===== config.mk =====
export PLATFORM = sky130hd
export DESIGN_NAME = ctsi_status_irq
export DESIGN_NICKNAME = d
export VERILOG_FILES = /design/src/core/ctsi_pkg.sv /design/src/core/ctsi_status_irq.sv
export SDC_FILE = /design/constraint.sdc
export NUM_CORES = 1
export LEC_CHECK = 0
export BUFFER_PORTS_ARGS = -buffer_cell sky130_fd_sc_hd__buf_2
export CELL_PAD_IN_SITES_DETAIL_PLACEMENT = 1
export CELL_PAD_IN_SITES_GLOBAL_PLACEMENT = 1
export CORE_MARGIN = 2
export CORE_UTILIZATION = 30
export CTS_CLUSTER_DIAMETER = 80
export CTS_CLUSTER_SIZE = 8
export DETAILED_ROUTE_END_ITERATION = 16
export PLACE_DENSITY = 0.9
export SLEW_MARGIN = 40
export SYNTH_ARGS = -nofsm -noshare
export SYNTH_HDL_FRONTEND = slang
export SYNTH_SLANG_ARGS = --single-unit

===== constraint.sdc =====
create_clock -name clk_i -period 1.7 [get_ports clk_i]
set_input_delay 0.085 -clock clk_i [delete_from_list [all_inputs] [get_ports clk_i]]
set_output_delay 0.085 -clock clk_i [all_outputs]
set_load 0.02 [all_outputs]

===== src/core/ctsi_pkg.sv =====
// Purpose: constants for the transmit-port status and interrupt block
// Assumes: 32-bit Avalon-MM data, byte addresses, 8-bit registers in lane 0
// Notes: register byte address is four times the register index
package ctsi_pkg;

    // ------------------------------------------------------------
    // bus geometry
    // ------------------------------------------------------------
    localparam int ADDR_W = 8;
    localparam int DATA_W = 32;
    localparam int BE_W = 4;
    localparam int REG_W = 8;
    localparam int NUM_PORTS = 4;

    // ------------------------------------------------------------
    // register indices and byte addresses
    // ------------------------------------------------------------
    localparam logic [ADDR_W-1:0] IDX_TX_PORT_STATUS = 8'h35;
    localparam logic [ADDR_W-1:0] IDX_TX_INTERRUPT_ENABLE = 8'h36;
    localparam logic [ADDR_W-1:0] IDX_TX_INTERRUPT_STATUS = 8'h37;
    localparam logic [ADDR_W-1:0] IDX_FORWARDING_CONTROL_TWO = 8'h38;
    localparam logic [ADDR_W-1:0] ADDR_TX_PORT_STATUS = 8'hd4;
    localparam logic [ADDR_W-1:0] ADDR_TX_INTERRUPT_ENABLE = 8'hd8;
    localparam logic [ADDR_W-1:0] ADDR_TX_INTERRUPT_STATUS = 8'hdc;
    localparam logic [ADDR_W-1:0] ADDR_FORWARDING_CONTROL_TWO = 8'he0;

    // ------------------------------------------------------------
    // field positions
    // ------------------------------------------------------------
    localparam int STS_PORT_NUM = 4;
    localparam int STS_SYNC = 1;
    localparam int STS_PASS = 0;
    localparam int CAUSE_RX_PORT = 4;
    localparam int CAUSE_ALIGN_ERR = 3;
    localparam int CAUSE_ALIGNED = 2;
    localparam int CAUSE_VALID_LOSS = 1;
    localparam int CAUSE_VALID_ASSERT = 0;
    localparam int CTL_SYNC_EN = 0;
    localparam int CTL_SYNC_FWD = 1;
    localparam int CTL_PASS_ALL = 2;

    // ------------------------------------------------------------
    // reset values and masks
    // ------------------------------------------------------------
    localparam logic [REG_W-1:0] RESET_VALUE = 8'h00;
    localparam logic [REG_W-1:0] ENABLE_MASK = 8'h1f;
    localparam logic [REG_W-1:0] CTRL_MASK = 8'h07;
    localparam logic [REG_W-1:0] LATCH_MASK = 8'h0f;

endpackage : ctsi_pkg


===== src/core/ctsi_status_irq.sv =====
// Purpose: status, enables and latched causes of one transmit port
// Assumes: all hub-side inputs come from logic on clk_i
// Notes: Avalon-MM slave, one wait cycle per access
//
// Notes on behaviour
// - status bit 4 shows selected read port
// - status bit 1 high when streams aligned
// - sync status forced 0 when sync disabled
// - bit 0 any port valid, or all
// - async: pass only while delivering, error clears
// - sync: pass means available; delivery gated by sync
// - enable bits 4..0 gate matching causes
// - cause 4 mirrors receive-port interrupt level
// - latch align error, clear on read
// - latch any forwarded port valid loss
// - latch pass assertion, clear on read
// - registers reset zero, reserved bits zero
// - mode 0 any enabled, 1 all enabled
//
// The Avalon-MM interface to the registers was chosen for this implementation.
`timescale 1ns/100ps
module ctsi_status_irq (
    input wire logic clk_i,
    input wire logic reset_i,
    input wire logic [ctsi_pkg::ADDR_W-1:0] avs_address_i,
    input wire logic avs_read_i,
    input wire logic avs_write_i,
    input wire logic [ctsi_pkg::DATA_W-1:0] avs_writedata_i,
    input wire logic [ctsi_pkg::BE_W-1:0] avs_byteenable_i,
    output logic [ctsi_pkg::DATA_W-1:0] avs_readdata_o,
    output logic avs_waitrequest_o,
    input wire logic tx_port_sel_i,
    input wire logic streams_aligned_i,
    input wire logic align_error_i,
    input wire logic [ctsi_pkg::NUM_PORTS-1:0] port_valid_i,
    input wire logic [ctsi_pkg::NUM_PORTS-1:0] port_enabled_i,
    input wire logic delivering_i,
    input wire logic tx_error_i,
    input wire logic rx_port_irq_i,
    output logic deliver_ok_o,
    output logic irq_o
);
    import ctsi_pkg::*;

    // ------------------------------------------------------------
    // state
    // ------------------------------------------------------------
    logic [REG_W-1:0] enable_reg;
    logic [REG_W-1:0] ctrl_reg;
    logic [REG_W-1:0] flags_reg;
    logic [REG_W-1:0] flags_next;
    logic port_num_reg;
    logic sync_reg;
    logic sync_next;
    logic pass_reg;
    logic pass_next;
    logic [NUM_PORTS-1:0] fwd_valid_reg;
    logic [NUM_PORTS-1:0] fwd_valid;
    logic rx_irq_reg;
    logic waitrequest_reg;
    logic [DATA_W-1:0] readdata_reg;
    logic [DATA_W-1:0] readdata_next;
    logic irq_reg;
    logic deliver_reg;
    logic accept;
    logic rd_isr;
    logic wr_lane0;
    logic any_valid;
    logic all_valid;
    logic pass_raw;
    logic [REG_W-1:0] set_mask;
    logic [REG_W-1:0] clr_mask;
    logic [REG_W-1:0] status_view;
    logic [REG_W-1:0] isr_view;

    // ------------------------------------------------------------
    // bus handshake
    // ------------------------------------------------------------
    assign accept = (avs_read_i || avs_write_i) && !waitrequest_reg;
    assign rd_isr = accept && avs_read_i && (avs_address_i == ADDR_TX_INTERRUPT_STATUS);
    assign wr_lane0 = accept && avs_write_i && avs_byteenable_i[0];

    always_ff @(posedge clk_i or posedge reset_i) begin
        if (reset_i) begin
            waitrequest_reg <= 1'b1;
        end else begin
            waitrequest_reg <= !((avs_read_i || avs_write_i) && waitrequest_reg);
        end
    end

    // ------------------------------------------------------------
    // live status
    // ------------------------------------------------------------
    assign fwd_valid = port_valid_i & port_enabled_i;
    assign any_valid = |fwd_valid;
    assign all_valid = (|port_enabled_i) && (fwd_valid == port_enabled_i);
    assign pass_raw = ctrl_reg[CTL_PASS_ALL] ? all_valid : any_valid;
    assign sync_next = ctrl_reg[CTL_SYNC_EN] && streams_aligned_i;

    always_comb begin
        if (ctrl_reg[CTL_SYNC_FWD]) begin
            pass_next = pass_raw;
        end else begin
            pass_next = pass_raw && delivering_i && !tx_error_i;
        end
    end

    always_ff @(posedge clk_i or posedge reset_i) begin
        if (reset_i) begin
            port_num_reg <= 1'b0;
            sync_reg <= 1'b0;
            pass_reg <= 1'b0;
            fwd_valid_reg <= '0;
            rx_irq_reg <= 1'b0;
            deliver_reg <= 1'b0;
        end else begin
            port_num_reg <= tx_port_sel_i;
            sync_reg <= sync_next;
            pass_reg <= pass_next;
            fwd_valid_reg <= fwd_valid;
            rx_irq_reg <= rx_port_irq_i;
            deliver_reg <= pass_next && (sync_next || !ctrl_reg[CTL_SYNC_FWD]);
        end
    end

    // ------------------------------------------------------------
    // latched causes
    // ------------------------------------------------------------
    always_comb begin
        set_mask = '0;
        set_mask[CAUSE_ALIGN_ERR] = align_error_i;
        set_mask[CAUSE_ALIGNED] = sync_next && !sync_reg;
        set_mask[CAUSE_VALID_LOSS] = |(fwd_valid_reg & ~fwd_valid);
        set_mask[CAUSE_VALID_ASSERT] = pass_next && !pass_reg;
        clr_mask = '0;
        if (rd_isr) begin
            clr_mask = readdata_reg[REG_W-1:0] & LATCH_MASK;
        end
        if (wr_lane0 && avs_address_i == ADDR_TX_INTERRUPT_STATUS) begin
            clr_mask = clr_mask | (avs_writedata_i[REG_W-1:0] & LATCH_MASK);
        end
        flags_next = ((flags_reg & ~clr_mask) | set_mask) & LATCH_MASK;
    end

    always_ff @(posedge clk_i or posedge reset_i) begin
        if (reset_i) begin
            flags_reg <= RESET_VALUE;
        end else begin
            flags_reg <= flags_next;
        end
    end

    // ------------------------------------------------------------
    // software registers
    // ------------------------------------------------------------
    always_ff @(posedge clk_i or posedge reset_i) begin
        if (reset_i) begin
            enable_reg <= RESET_VALUE;
            ctrl_reg <= RESET_VALUE;
        end else if (wr_lane0) begin
            if (avs_address_i == ADDR_TX_INTERRUPT_ENABLE) begin
                enable_reg <= avs_writedata_i[REG_W-1:0] & ENABLE_MASK;
            end
            if (avs_address_i == ADDR_FORWARDING_CONTROL_TWO) begin
                ctrl_reg <= avs_writedata_i[REG_W-1:0] & CTRL_MASK;
            end
        end
    end

    // ------------------------------------------------------------
    // read path
    // ------------------------------------------------------------
    always_comb begin
        status_view = '0;
        status_view[STS_PORT_NUM] = port_num_reg;
        status_view[STS_SYNC] = sync_reg;
        status_view[STS_PASS] = pass_reg;
        isr_view = flags_reg;
        isr_view[CAUSE_RX_PORT] = rx_irq_reg;
        readdata_next = '0;
        case (avs_address_i)
            ADDR_TX_PORT_STATUS: readdata_next[REG_W-1:0] = status_view;
            ADDR_TX_INTERRUPT_ENABLE: readdata_next[REG_W-1:0] = enable_reg;
            ADDR_TX_INTERRUPT_STATUS: readdata_next[REG_W-1:0] = isr_view;
            ADDR_FORWARDING_CONTROL_TWO: readdata_next[REG_W-1:0] = ctrl_reg;
            default: readdata_next = '0;
        endcase
    end

    always_ff @(posedge clk_i or posedge reset_i) begin
        if (reset_i) begin
            readdata_reg <= '0;
        end else if (avs_read_i && waitrequest_reg) begin
            readdata_reg <= readdata_next;
        end
    end

    // ------------------------------------------------------------
    // interrupt output
    // ------------------------------------------------------------
    always_ff @(posedge clk_i or posedge reset_i) begin
        if (reset_i) begin
            irq_reg <= 1'b0;
        end else begin
            irq_reg <= |({rx_irq_reg, flags_reg[CAUSE_ALIGN_ERR:0]} & enable_reg[CAUSE_RX_PORT:0]);
        end
    end

    assign avs_readdata_o = readdata_reg;
    assign avs_waitrequest_o = waitrequest_reg;
    assign irq_o = irq_reg;
    assign deliver_ok_o = deliver_reg;

    // ------------------------------------------------------------
    // checks
    // ------------------------------------------------------------
    port_num_a: assert property (@(posedge clk_i) disable iff (reset_i)
        1'b1 |=> port_num_reg == $past(tx_port_sel_i))
        else $error("port number status wrong");

    sync_off_a: assert property (@(posedge clk_i) disable iff (reset_i)
        !ctrl_reg[CTL_SYNC_EN] |=> !sync_reg)
        else $error("sync status set while disabled");

    sync_follow_a: assert property (@(posedge clk_i) disable iff (reset_i)
        (ctrl_reg[CTL_SYNC_EN] && streams_aligned_i) |=> sync_reg)
        else $error("sync status missed alignment");

    pass_all_a: assert property (@(posedge clk_i) disable iff (reset_i)
        (ctrl_reg[CTL_PASS_ALL] && ctrl_reg[CTL_SYNC_FWD] && (fwd_valid != port_enabled_i)) |=> !pass_reg)
        else $error("pass set with a port missing");

    pass_async_a: assert property (@(posedge clk_i) disable iff (reset_i)
        (!ctrl_reg[CTL_SYNC_FWD] && tx_error_i) |=> !pass_reg)
        else $error("pass kept through error");

    pass_any_a: assert property (@(posedge clk_i) disable iff (reset_i)
        (!ctrl_reg[CTL_PASS_ALL] && ctrl_reg[CTL_SYNC_FWD] && any_valid) |=> pass_reg)
        else $error("pass missed valid port");

    deliver_gate_a: assert property (@(posedge clk_i) disable iff (reset_i)
        (ctrl_reg[CTL_SYNC_FWD] && !sync_next) |=> !deliver_ok_o)
        else $error("delivery while unsynchronised");

    align_err_a: assert property (@(posedge clk_i) disable iff (reset_i)
        align_error_i |=> flags_reg[CAUSE_ALIGN_ERR])
        else $error("align error not latched");

    aligned_a: assert property (@(posedge clk_i) disable iff (reset_i)
        $rose(sync_reg) |-> flags_reg[CAUSE_ALIGNED])
        else $error("sync assertion not latched");

    valid_loss_a: assert property (@(posedge clk_i) disable iff (reset_i)
        (|(fwd_valid_reg & ~fwd_valid)) |=> flags_reg[CAUSE_VALID_LOSS])
        else $error("valid loss not latched");

    valid_assert_a: assert property (@(posedge clk_i) disable iff (reset_i)
        $rose(pass_reg) |-> flags_reg[CAUSE_VALID_ASSERT])
        else $error("pass assertion not latched");

    read_clear_a: assert property (@(posedge clk_i) disable iff (reset_i)
        (rd_isr && readdata_reg[CAUSE_VALID_ASSERT] && !set_mask[CAUSE_VALID_ASSERT])
        |=> !flags_reg[CAUSE_VALID_ASSERT])
        else $error("read did not clear cause");

    rx_mirror_a: assert property (@(posedge clk_i) disable iff (reset_i)
        rx_port_irq_i |=> rx_irq_reg ##1 (irq_o || !enable_reg[CAUSE_RX_PORT]))
        else $error("receive-port cause lost");

    irq_gate_a: assert property (@(posedge clk_i) disable iff (reset_i)
        ((flags_reg[CAUSE_ALIGN_ERR:0] & enable_reg[CAUSE_ALIGN_ERR:0]) == 4'h0 && !(rx_irq_reg && enable_reg[CAUSE_RX_PORT]))
        |=> !irq_o)
        else $error("interrupt without enabled cause");

    reserved_a: assert property (@(posedge clk_i) disable iff (reset_i)
        avs_readdata_o[DATA_W-1:5] == '0)
        else $error("reserved bits read non-zero");

    align_err_clear_a: assert property (@(posedge clk_i) disable iff (reset_i)
        (rd_isr && readdata_reg[CAUSE_ALIGN_ERR] && !set_mask[CAUSE_ALIGN_ERR])
        |=> !flags_reg[CAUSE_ALIGN_ERR])
        else $error("read did not clear align error");

    aligned_clear_a: assert property (@(posedge clk_i) disable iff (reset_i)
        (rd_isr && readdata_reg[CAUSE_ALIGNED] && !set_mask[CAUSE_ALIGNED])
        |=> !flags_reg[CAUSE_ALIGNED])
        else $error("read did not clear sync cause");

    loss_clear_a: assert property (@(posedge clk_i) disable iff (reset_i)
        (rd_isr && readdata_reg[CAUSE_VALID_LOSS] && !set_mask[CAUSE_VALID_LOSS])
        |=> !flags_reg[CAUSE_VALID_LOSS])
        else $error("read did not clear valid loss");

    irq_raise_a: assert property (@(posedge clk_i) disable iff (reset_i)
        (|({rx_irq_reg, flags_reg[CAUSE_ALIGN_ERR:0]} & enable_reg[CAUSE_RX_PORT:0])) |=> irq_o)
        else $error("enabled cause gave no interrupt");

    enable_bits_a: assert property (@(posedge clk_i) disable iff (reset_i)
        enable_reg[REG_W-1:CAUSE_RX_PORT+1] == '0)
        else $error("reserved enable bits set");

    deliver_sync_a: assert property (@(posedge clk_i) disable iff (reset_i)
        (ctrl_reg[CTL_SYNC_FWD] && sync_next && pass_next) |=> deliver_ok_o)
        else $error("delivery withheld while synchronised");

endmodule : ctsi_status_irq


==> impl.org, run 1 <==
** Layout
- Antenna cells :: 0
- In the final layout, the share of cells above drive strength 1 is 0.3281.
- Number of cells in the finished layout apart from fillers :: 262
- In the layout the commonest cells are sky130_fd_sc_hd__buf_2, sky130_fd_sc_hd__conb_1, sky130_fd_sc_hd__dfrtp_1, sky130_fd_sc_hd__nand2_1, sky130_fd_sc_hd__mux2_2.
- Most common cell after layout, fill and taps aside :: sky130_fd_sc_hd__buf_2
- Synthesis-to-layout area growth :: 17.03%
- After the last flow step, the layout net total stands at 255.

** Synthesis
- The Yosys step of the flow raised 0 warnings.
- XOR/XNOR Fraction of Synth Area :: 0
- After synthesis, the largest family of logic cells by area is buffers and inverters.
- The cell area that synthesis handed to floorplanning was 1550 µm².
- The share of the Yosys chip area taken by registers is 0.4528.
- The fraction of the mapped netlist area in compound gates was 0.1219.
- After technology mapping, the gate count stands at 147.
- Each instance of the synthesized netlist takes up on average 10.55 µm².
- Of the total synthesized cell area, the portion taken by full adders, half adders and majority gates is 0.
- After synthesis the netlist holds a flip-flop and latch count of 28.
- Mux contribution to synthesized area :: 0.09362
- Of the total synthesized cell area, the portion taken by AND, OR, NAND and NOR gates is 0.1566.
- Cell variety after synth :: 33

** Critical path
- By startpoint and endpoint, the worst setup path is classified as flip-flop to flip-flop.
- CP Max Fanout :: 6
- Required @ worst endpoint :: 1.86 ns
- Setup slack on the worst flop-to-flop path :: 0.18 ns
- The worst setup path is launched from a flip-flop.
- Critical Path Sink Type :: flip-flop
- Data arrival time of the worst path :: 1.68 ns

** CTS
- Number of sinks driven by the clock tree :: 28
- Buffers inserted during clock tree synthesis total 3.
- CTS built an H-tree with a depth of 1.
- At the later pin of the worst-skew pair, clock insertion delay measures 0.27 ns.
- Buffer count from post-CTS setup fixing :: 0
- No sink is reached through more buffers than the 2 on the longest clock path.
- CTS tree :: done
- Root Buffer Master :: sky130_fd_sc_hd__clkbuf_8
- Clock transition at the registers of the reported paths :: 0.09 ns

** Die
- In this run the vertical extent of the chip is 75.89 µm.
- CORE AREA :: 5042 µm²
- Die width :: 75.89 µm
- Initial core utilization :: 0.3074
- The die covers 5759 µm².
- During I/O placement, the number of pins put on the boundary was 97.
- Site Rows :: 26

** Timing
- Setup violations remaining at the end of the flow were counted as 0.
- Total count of max-transition violations in the final report :: 0
- Time the final worst path needs with I/O delays and setup :: 1.517 ns
- Highest clock frequency the design can meet :: 659.2 MHz
- Clock skew after layout :: 0.004927 ns
- Fin crit share :: 0.8924
- Setup TNS :: 0 ns
- Final worst-path setup slack :: 0.1830 ns
- Setup repair after global routing left no endpoint under its margin.
- The number of hold-slack violations in the final timing report was 0.

** Worst hold path
- The worst hold path belongs to the class input port to flip-flop.

** GRT
- Remaining global-route overflow :: 0
- Total Routing Usage GR :: 0.1361
- The first global-routing pass estimated 5830 µm of wire.
- Maximum number of pins on one net before global-route repair :: 29
- The via count of the first global-routing pass came to 1206.
- The initial antenna violation count was 0.

** Route
- Residual antenna-violating net count after detailed routing :: 0
- Pre-Repair DR Iteration Count :: 4
- Final wirelength :: 3712 µm
- The routed layout has 1159 vias.
- The detailed router finished its first iteration with 69 violations.
- Average vias per placed instance :: 4.424
- In the routed design, unresolved DRC markers number 0.
- Avg WL per Cell :: 14.17 µm

** Power
- Leakage :: 0.9266 nW
- Of the total power, the share spent switching nets is 0.2673.
- Cell Int Power :: 0.9637 mW
- Sequential share of power :: 0.529
- Power spread over the standard cell area amounts to 724.9 nW/µm².
- Net switching power :: 0.3515 mW
- The share of total power dissipated in combinational logic is 0.159.
- VDD sags by at most 0.4065 mV.
- Of the total power, the clock network draws 0.312.

** Run status
- The run finished with clean final reports.

** Placed design
- Worst setup slack after placement :: 0.1732 ns
- Quantity of I/O buffers inserted on ports :: 39
- DP HPWL :: 2845 µm
- Post-placement cell count :: 254
- The congestion estimate from routability-driven global placement came to 0.7720.

** Flow run
- MaxCap Viol Count :: 0
## cell type report
| type | count | area [µm²] |
|---|---|---|
| Inverter | 11 | 41.29 |
| Sequential cell | 28 | 701.9 |
| Tap cell | 70 | 87.58 |
| Multi-Input combinational cell | 104 | 678.2 |
| Timing Repair Buffer | 45 | 250.2 |
| Clock buffer | 4 | 55.05 |
| Fill cell | 595 | 3228 |
## power groups by stage
| stage | sequential [mW] | combinational (mW) | clock (mW) |
|---|---|---|---|
| 6_report | 0.696 | 0.210 | 0.410 |
| 5_1_grt | 0.698 | 0.232 | 0.445 |
| 4_1_cts | 0.696 | 0.211 | 0.430 |
| 3_5_place_dp | 0.709 | 0.202 | 0 |
| 3_3_place_gp | 0.708 | 0.197 | 0 |
| 2_1_floorplan | 0.714 | 0.175 | 0 |
## per-layer routing
layer  track usage  vias up  routed length [µm]
li1              -      547                   -
met1        0.1684      561                1532
met2        0.2299       45                1888
met3       0.03704        6                 239
met4       0.04288        0                  52
met5             0        -                   0
## cell usage after synthesis
master | number | area [µm²]
sky130_fd_sc_hd__or4_1 | 2 | 15.01
sky130_fd_sc_hd__nand4_1 | 3 | 18.77
sky130_fd_sc_hd__dfrtp_1 | 27 | 675.7
sky130_fd_sc_hd__nand3_4 | 1 | 17.52
sky130_fd_sc_hd__mux2i_1 | 1 | 10.01
sky130_fd_sc_hd__and2b_4 | 1 | 10.01
sky130_fd_sc_hd__nand2_1 | 16 | 60.06
sky130_fd_sc_hd__nor3b_4 | 1 | 18.77
sky130_fd_sc_hd__inv_1 | 11 | 41.29
sky130_fd_sc_hd__o21a_1 | 1 | 7.510
sky130_fd_sc_hd__buf_2 | 2 | 10.01
sky130_fd_sc_hd__a32oi_1 | 3 | 26.28
sky130_fd_sc_hd__o31ai_1 | 1 | 7.510
sky130_fd_sc_hd__dfstp_2 | 1 | 26.28
sky130_fd_sc_hd__nor2_1 | 1 | 3.750
sky130_fd_sc_hd__clkbuf_8 | 1 | 13.76
sky130_fd_sc_hd__nor2b_1 | 6 | 37.54
sky130_fd_sc_hd__nand2b_1 | 1 | 6.260
sky130_fd_sc_hd__o41ai_1 | 1 | 8.760
sky130_fd_sc_hd__a221oi_1 | 2 | 17.52
sky130_fd_sc_hd__a22oi_1 | 4 | 30.03
sky130_fd_sc_hd__nor4b_4 | 1 | 23.77
sky130_fd_sc_hd__and4bb_2 | 1 | 12.51
sky130_fd_sc_hd__nand3_1 | 2 | 10.01
sky130_fd_sc_hd__o21ai_0 | 6 | 30.03
sky130_fd_sc_hd__a222oi_1 | 1 | 10.01
sky130_fd_sc_hd__buf_4 | 27 | 202.7
sky130_fd_sc_hd__mux2_2 | 12 | 135.1
sky130_fd_sc_hd__o2111ai_1 | 1 | 8.760
sky130_fd_sc_hd__a21oi_1 | 4 | 20.02
sky130_fd_sc_hd__and3b_1 | 1 | 8.760
sky130_fd_sc_hd__o211ai_1 | 3 | 22.52
sky130_fd_sc_hd__conb_1 | 1 | 3.750
## kinds of logic after synthesis
kind of cell,Yosys count
simple gates,37
flops,28
mux,13
compound gates,27
buf+inv,41
other cells,1
## stage by stage
stage	hold WS [ns]	power, mW	utilization	area, µm²
final	0.0008729	1.315	0.3598	1814
after global routing	0.004134	1.375	0.3598	1814
after CTS	0.005357	1.336	0.3598	1814
after detailed placement	0.1743	0.9112	0.3409	1719
after global placement	0.1701	0.9046	0.3409	1719
after floorplan	0.1164	0.8883	-	1648
## critical path, cell delays in order (launching register included)
cell and delay, ns:
sky130_fd_sc_hd__dfstp_2 0.40, sky130_fd_sc_hd__and3b_1 0.27, sky130_fd_sc_hd__nor3b_4 0.36, sky130_fd_sc_hd__mux2_2 0.38
## path summary, 6_finish.rpt
kind                                          end               from  cells after the start
worst max register to register      enable_reg[2]  avs_waitrequest_o                      3
min in group asynchronous       avs_readdata_o[2]            reset_i                      4
worst max-delay path                enable_reg[2]  avs_waitrequest_o                      3
worst min-delay path                 flags_reg[3]      align_error_i                      2
max in group asynchronous       avs_waitrequest_o            reset_i                      4
worst min register to register  avs_readdata_o[4]  avs_readdata_o[4]                      2
## timing repair
item                                    in CTS  in global routing
endpoints found under the hold margin       30                  0
endpoints found under the setup margin       0                  0
resized for setup                            0                  0
hold buffers                                 4                  0
No activity file was read; power rests on OpenSTA's default activity.
==> run 2, diff against run 1 <==
Settings changed: PLACE_DENSITY 0.9 to not set, PLACE_DENSITY_LB_ADDON set to 0.12.
==> run 2 against run 1 <==
Cell count is 1.1% higher. Total power is 2.1% lower. Core utilization is 0.35 points higher. Cell area is 0.97% higher. Clock skew is 0.0018 ns lower. Clock power is 8.8% lower.
==> impl.org, run 2 (synthesis gave the netlist of run 1 again) <==
** Die
- Site Rows :: 26 (unchanged)
- The chip height came to 75.89 µm (unchanged).
- Initial core utilization :: 0.3074 (unchanged)
- The area of the core is 5042 µm² (unchanged).
- The area enclosed by the die boundary was 5759 µm² (unchanged).
- The die width came to 75.89 µm (unchanged).
- Number of top-level pins :: 97 (unchanged)

** Layout
- The final cell count without fillers was 265 (+1.1%).
- Compared with the post-synthesis result, the final layout area differs by 18.16%.
- Proportion of layout cells with a drive suffix above 1 :: 0.3231 (-0.005048)
- Utilization of the core after routing :: 0.3633 (+0.003474)
- Antenna cells :: 0 (unchanged)
- The fill cell instance count of the final layout is 602 (+1.2%).
- The final cell area excluding filler cells came to 1832 µm² (+0.97%).
- The library cell used most frequently in the layout, excluding fill and tap cells, is sky130_fd_sc_hd__buf_2.
- Commonest non-fill, non-tap cells in the layout :: sky130_fd_sc_hd__buf_2, sky130_fd_sc_hd__conb_1, sky130_fd_sc_hd__dfrtp_1, sky130_fd_sc_hd__nand2_1, sky130_fd_sc_hd__mux2_2
- The net count of the finished layout was 258 (+1.2%).

** Route
- The final routed wire length divided by cell count came to 13.61 µm (-3.9%).
- Initial DRC Count :: 37 (-46%)
- DRC violation count after routing :: 0 (unchanged)
- Pre-Repair DR Iteration Count :: 4 (unchanged)
- Final wirelength :: 3607 µm (-2.8%)
- Average vias per placed instance :: 4.385 (-0.88%)
- The number of vias in the routed layout came to 1162 (+0.26%).
- Residual antenna-violating net count after detailed routing :: 0 (unchanged)

** CTS
- The post-CTS setup-driven buffer insertion count came to 0 (unchanged).
- Clock buffers created by TritonCTS :: 3 (unchanged)
- Root Buffer Master :: sky130_fd_sc_hd__clkbuf_8
- The clock latency on the worst-skew pair is 0.27 ns (about the same).
- Clock buffer depth :: 2 (unchanged)
- Resized Gates After CTS :: 0 (unchanged)
- The clock slew at the register clock pins of the worst setup and hold paths is 0.09 ns (about the same).
- Number of sinks driven by the clock tree :: 28 (unchanged)
- The number of H-tree levels came to 1 (unchanged).
- CTS tree :: done

** Placed design
- The number of placed instances, taps included was 255 (+0.39%).
- The worst setup slack after placement was 0.09052 ns (-0.08271 ns).
- The cell area reported after detailed placement came to 1727 µm² (+0.44%).
- The final estimated routing congestion in global placement came to 0.8116 (+5.1%).
- The HPWL after detailed placement was 2844 µm (about the same).
- Quantity of I/O buffers inserted on ports :: 39 (unchanged)

** Timing
- The worst path setup slack after routing was 0.06716 ns (-0.1158 ns).
- The final setup violation count is 0 (unchanged).
- The post-route minimum period was 1.633 ns (+0.1158 ns).
- Total count of max-transition violations in the final report :: 0 (unchanged)
- The final hold slack was 0.03933 ns (+0.03846 ns).
- The worst clock skew on the final layout was 0.003127 ns (-0.001800 ns).
- Fin crit share :: 0.9605 (+0.06812)
- Number of hold violations in the final report :: 0 (unchanged)
- The final-layout setup total negative slack is 0 ns (unchanged).
- The fmax was 612.4 MHz (-7.1%).
- Unrepaired setup endpoints after global routing :: false

** Flow run
- The max-cap check violation count was 0 (unchanged).

** Critical path
- Critical Path Sink Type :: flip-flop
- The required arrival time at the worst endpoint was 1.87 ns (about the same).
- CP Max Fanout :: 6 (unchanged)
- The worst setup path is of the flip-flop to flip-flop kind.
- The worst setup path is launched from a flip-flop.
- The critical path arrival was 1.80 ns (+0.12 ns).

** Power
- Leakage :: 0.9331 nW (+0.70%)
- Cell Int Power :: 0.9318 mW (-3.3%)
- The clock network fraction of total power was 0.291 (-0.021).
- Total Power Consumption :: 1.288 mW (-2.1%)
- The sequential group share of total power was 0.540 (+0.011).
- The combinational share of power was 0.169 (+0.010).
- The switching power summed over all nets came to 0.3558 mW (+1.2%).
- Switching power share of the total :: 0.2763 (+0.009062)
- Peak supply drop :: 0.2437 mV (-40%)
- The power per unit of standard cell area came to 703.0 nW/µm² (-3.0%).

** Worst hold path
- The min-delay analysis places its worst path in the category input port to flip-flop.

** GRT
- The maximum number of pins on one net before global-route repair was 29 (unchanged).
- Initial antenna violation count :: 0 (unchanged)
- Total Routing Usage GR :: 0.1331 (-0.002964)
- The via count of the first global-routing pass is 1188 (-1.5%).
- The remaining global-route overflow was 0 (unchanged).
- First-pass GRT wire length :: 5782 µm (-0.82%)

** Run status
- Status :: completed
run 2: cell count changes in the layout (fill, tap and decap cells not counted), sizes merged:
cell / delta
buf: +1
dlygate4sd3: +2
run 2: path summary, 6_finish.rpt:
check | start | end | slack, ns | cells after the start
setup / recovery | avs_waitrequest_o | enable_reg[2] | 0.07 | 3
hold / removal | avs_writedata_i[4] | enable_reg[4] | 0.04 | 2
setup reg to reg | avs_waitrequest_o | enable_reg[2] | 0.07 | 3
hold reg to reg | pass_reg | flags_reg[0] | 0.48 | 1
max in group asynchronous | reset_i | avs_waitrequest_o | 0.99 | 4
min in group asynchronous | reset_i | enable_reg[1] | 0.41 | 4
run 2: cell type report:
| type | count | area (µm²) | share of cell area |
|---|---|---|---|
| clock buffers | 4 | 45.04 | 0.02459 |
| well taps | 70 | 87.58 | 0.04781 |
| inverters | 11 | 41.29 | 0.02254 |
| flip-flops and latches | 28 | 701.9 | 0.3832 |
| multi-input cells | 104 | 678.2 | 0.3702 |
| repair buffers | 48 | 277.8 | 0.1516 |
run 2: critical path, cell delays in order, from the launching register on:
cell	delay, ns
sky130_fd_sc_hd__dfstp_2	0.40
sky130_fd_sc_hd__and3b_1	0.34
sky130_fd_sc_hd__nor3b_4	0.40
sky130_fd_sc_hd__mux2_2	0.38
run 2: metal layers:
| metal | GRT usage | up-vias | wire length (µm) |
|---|---|---|---|
| met1 | 0.1878 | 563 | 1634 |
| met3 | 0.01720 | 4 | 181 |
| met4 | 0.04678 | 0 | 49 |
| met5 | 0 | - | 0 |
| met2 | 0.2098 | 38 | 1741 |
| li1 | - | 557 | - |
run 2: power groups by stage:
stage               logic [mW]  clock network [mW]  registers [mW]
finish                   0.218               0.374           0.696
global route             0.241               0.407           0.698
CTS                      0.219               0.390           0.696
detailed placement       0.205                   0           0.709
global placement         0.202                   0           0.708
floorplan                0.175                   0           0.714
run 2: timing repair:
item	CTS	global route
endpoints found under the setup margin	0	0
hold buffers	6	0
endpoints found under the hold margin	31	0
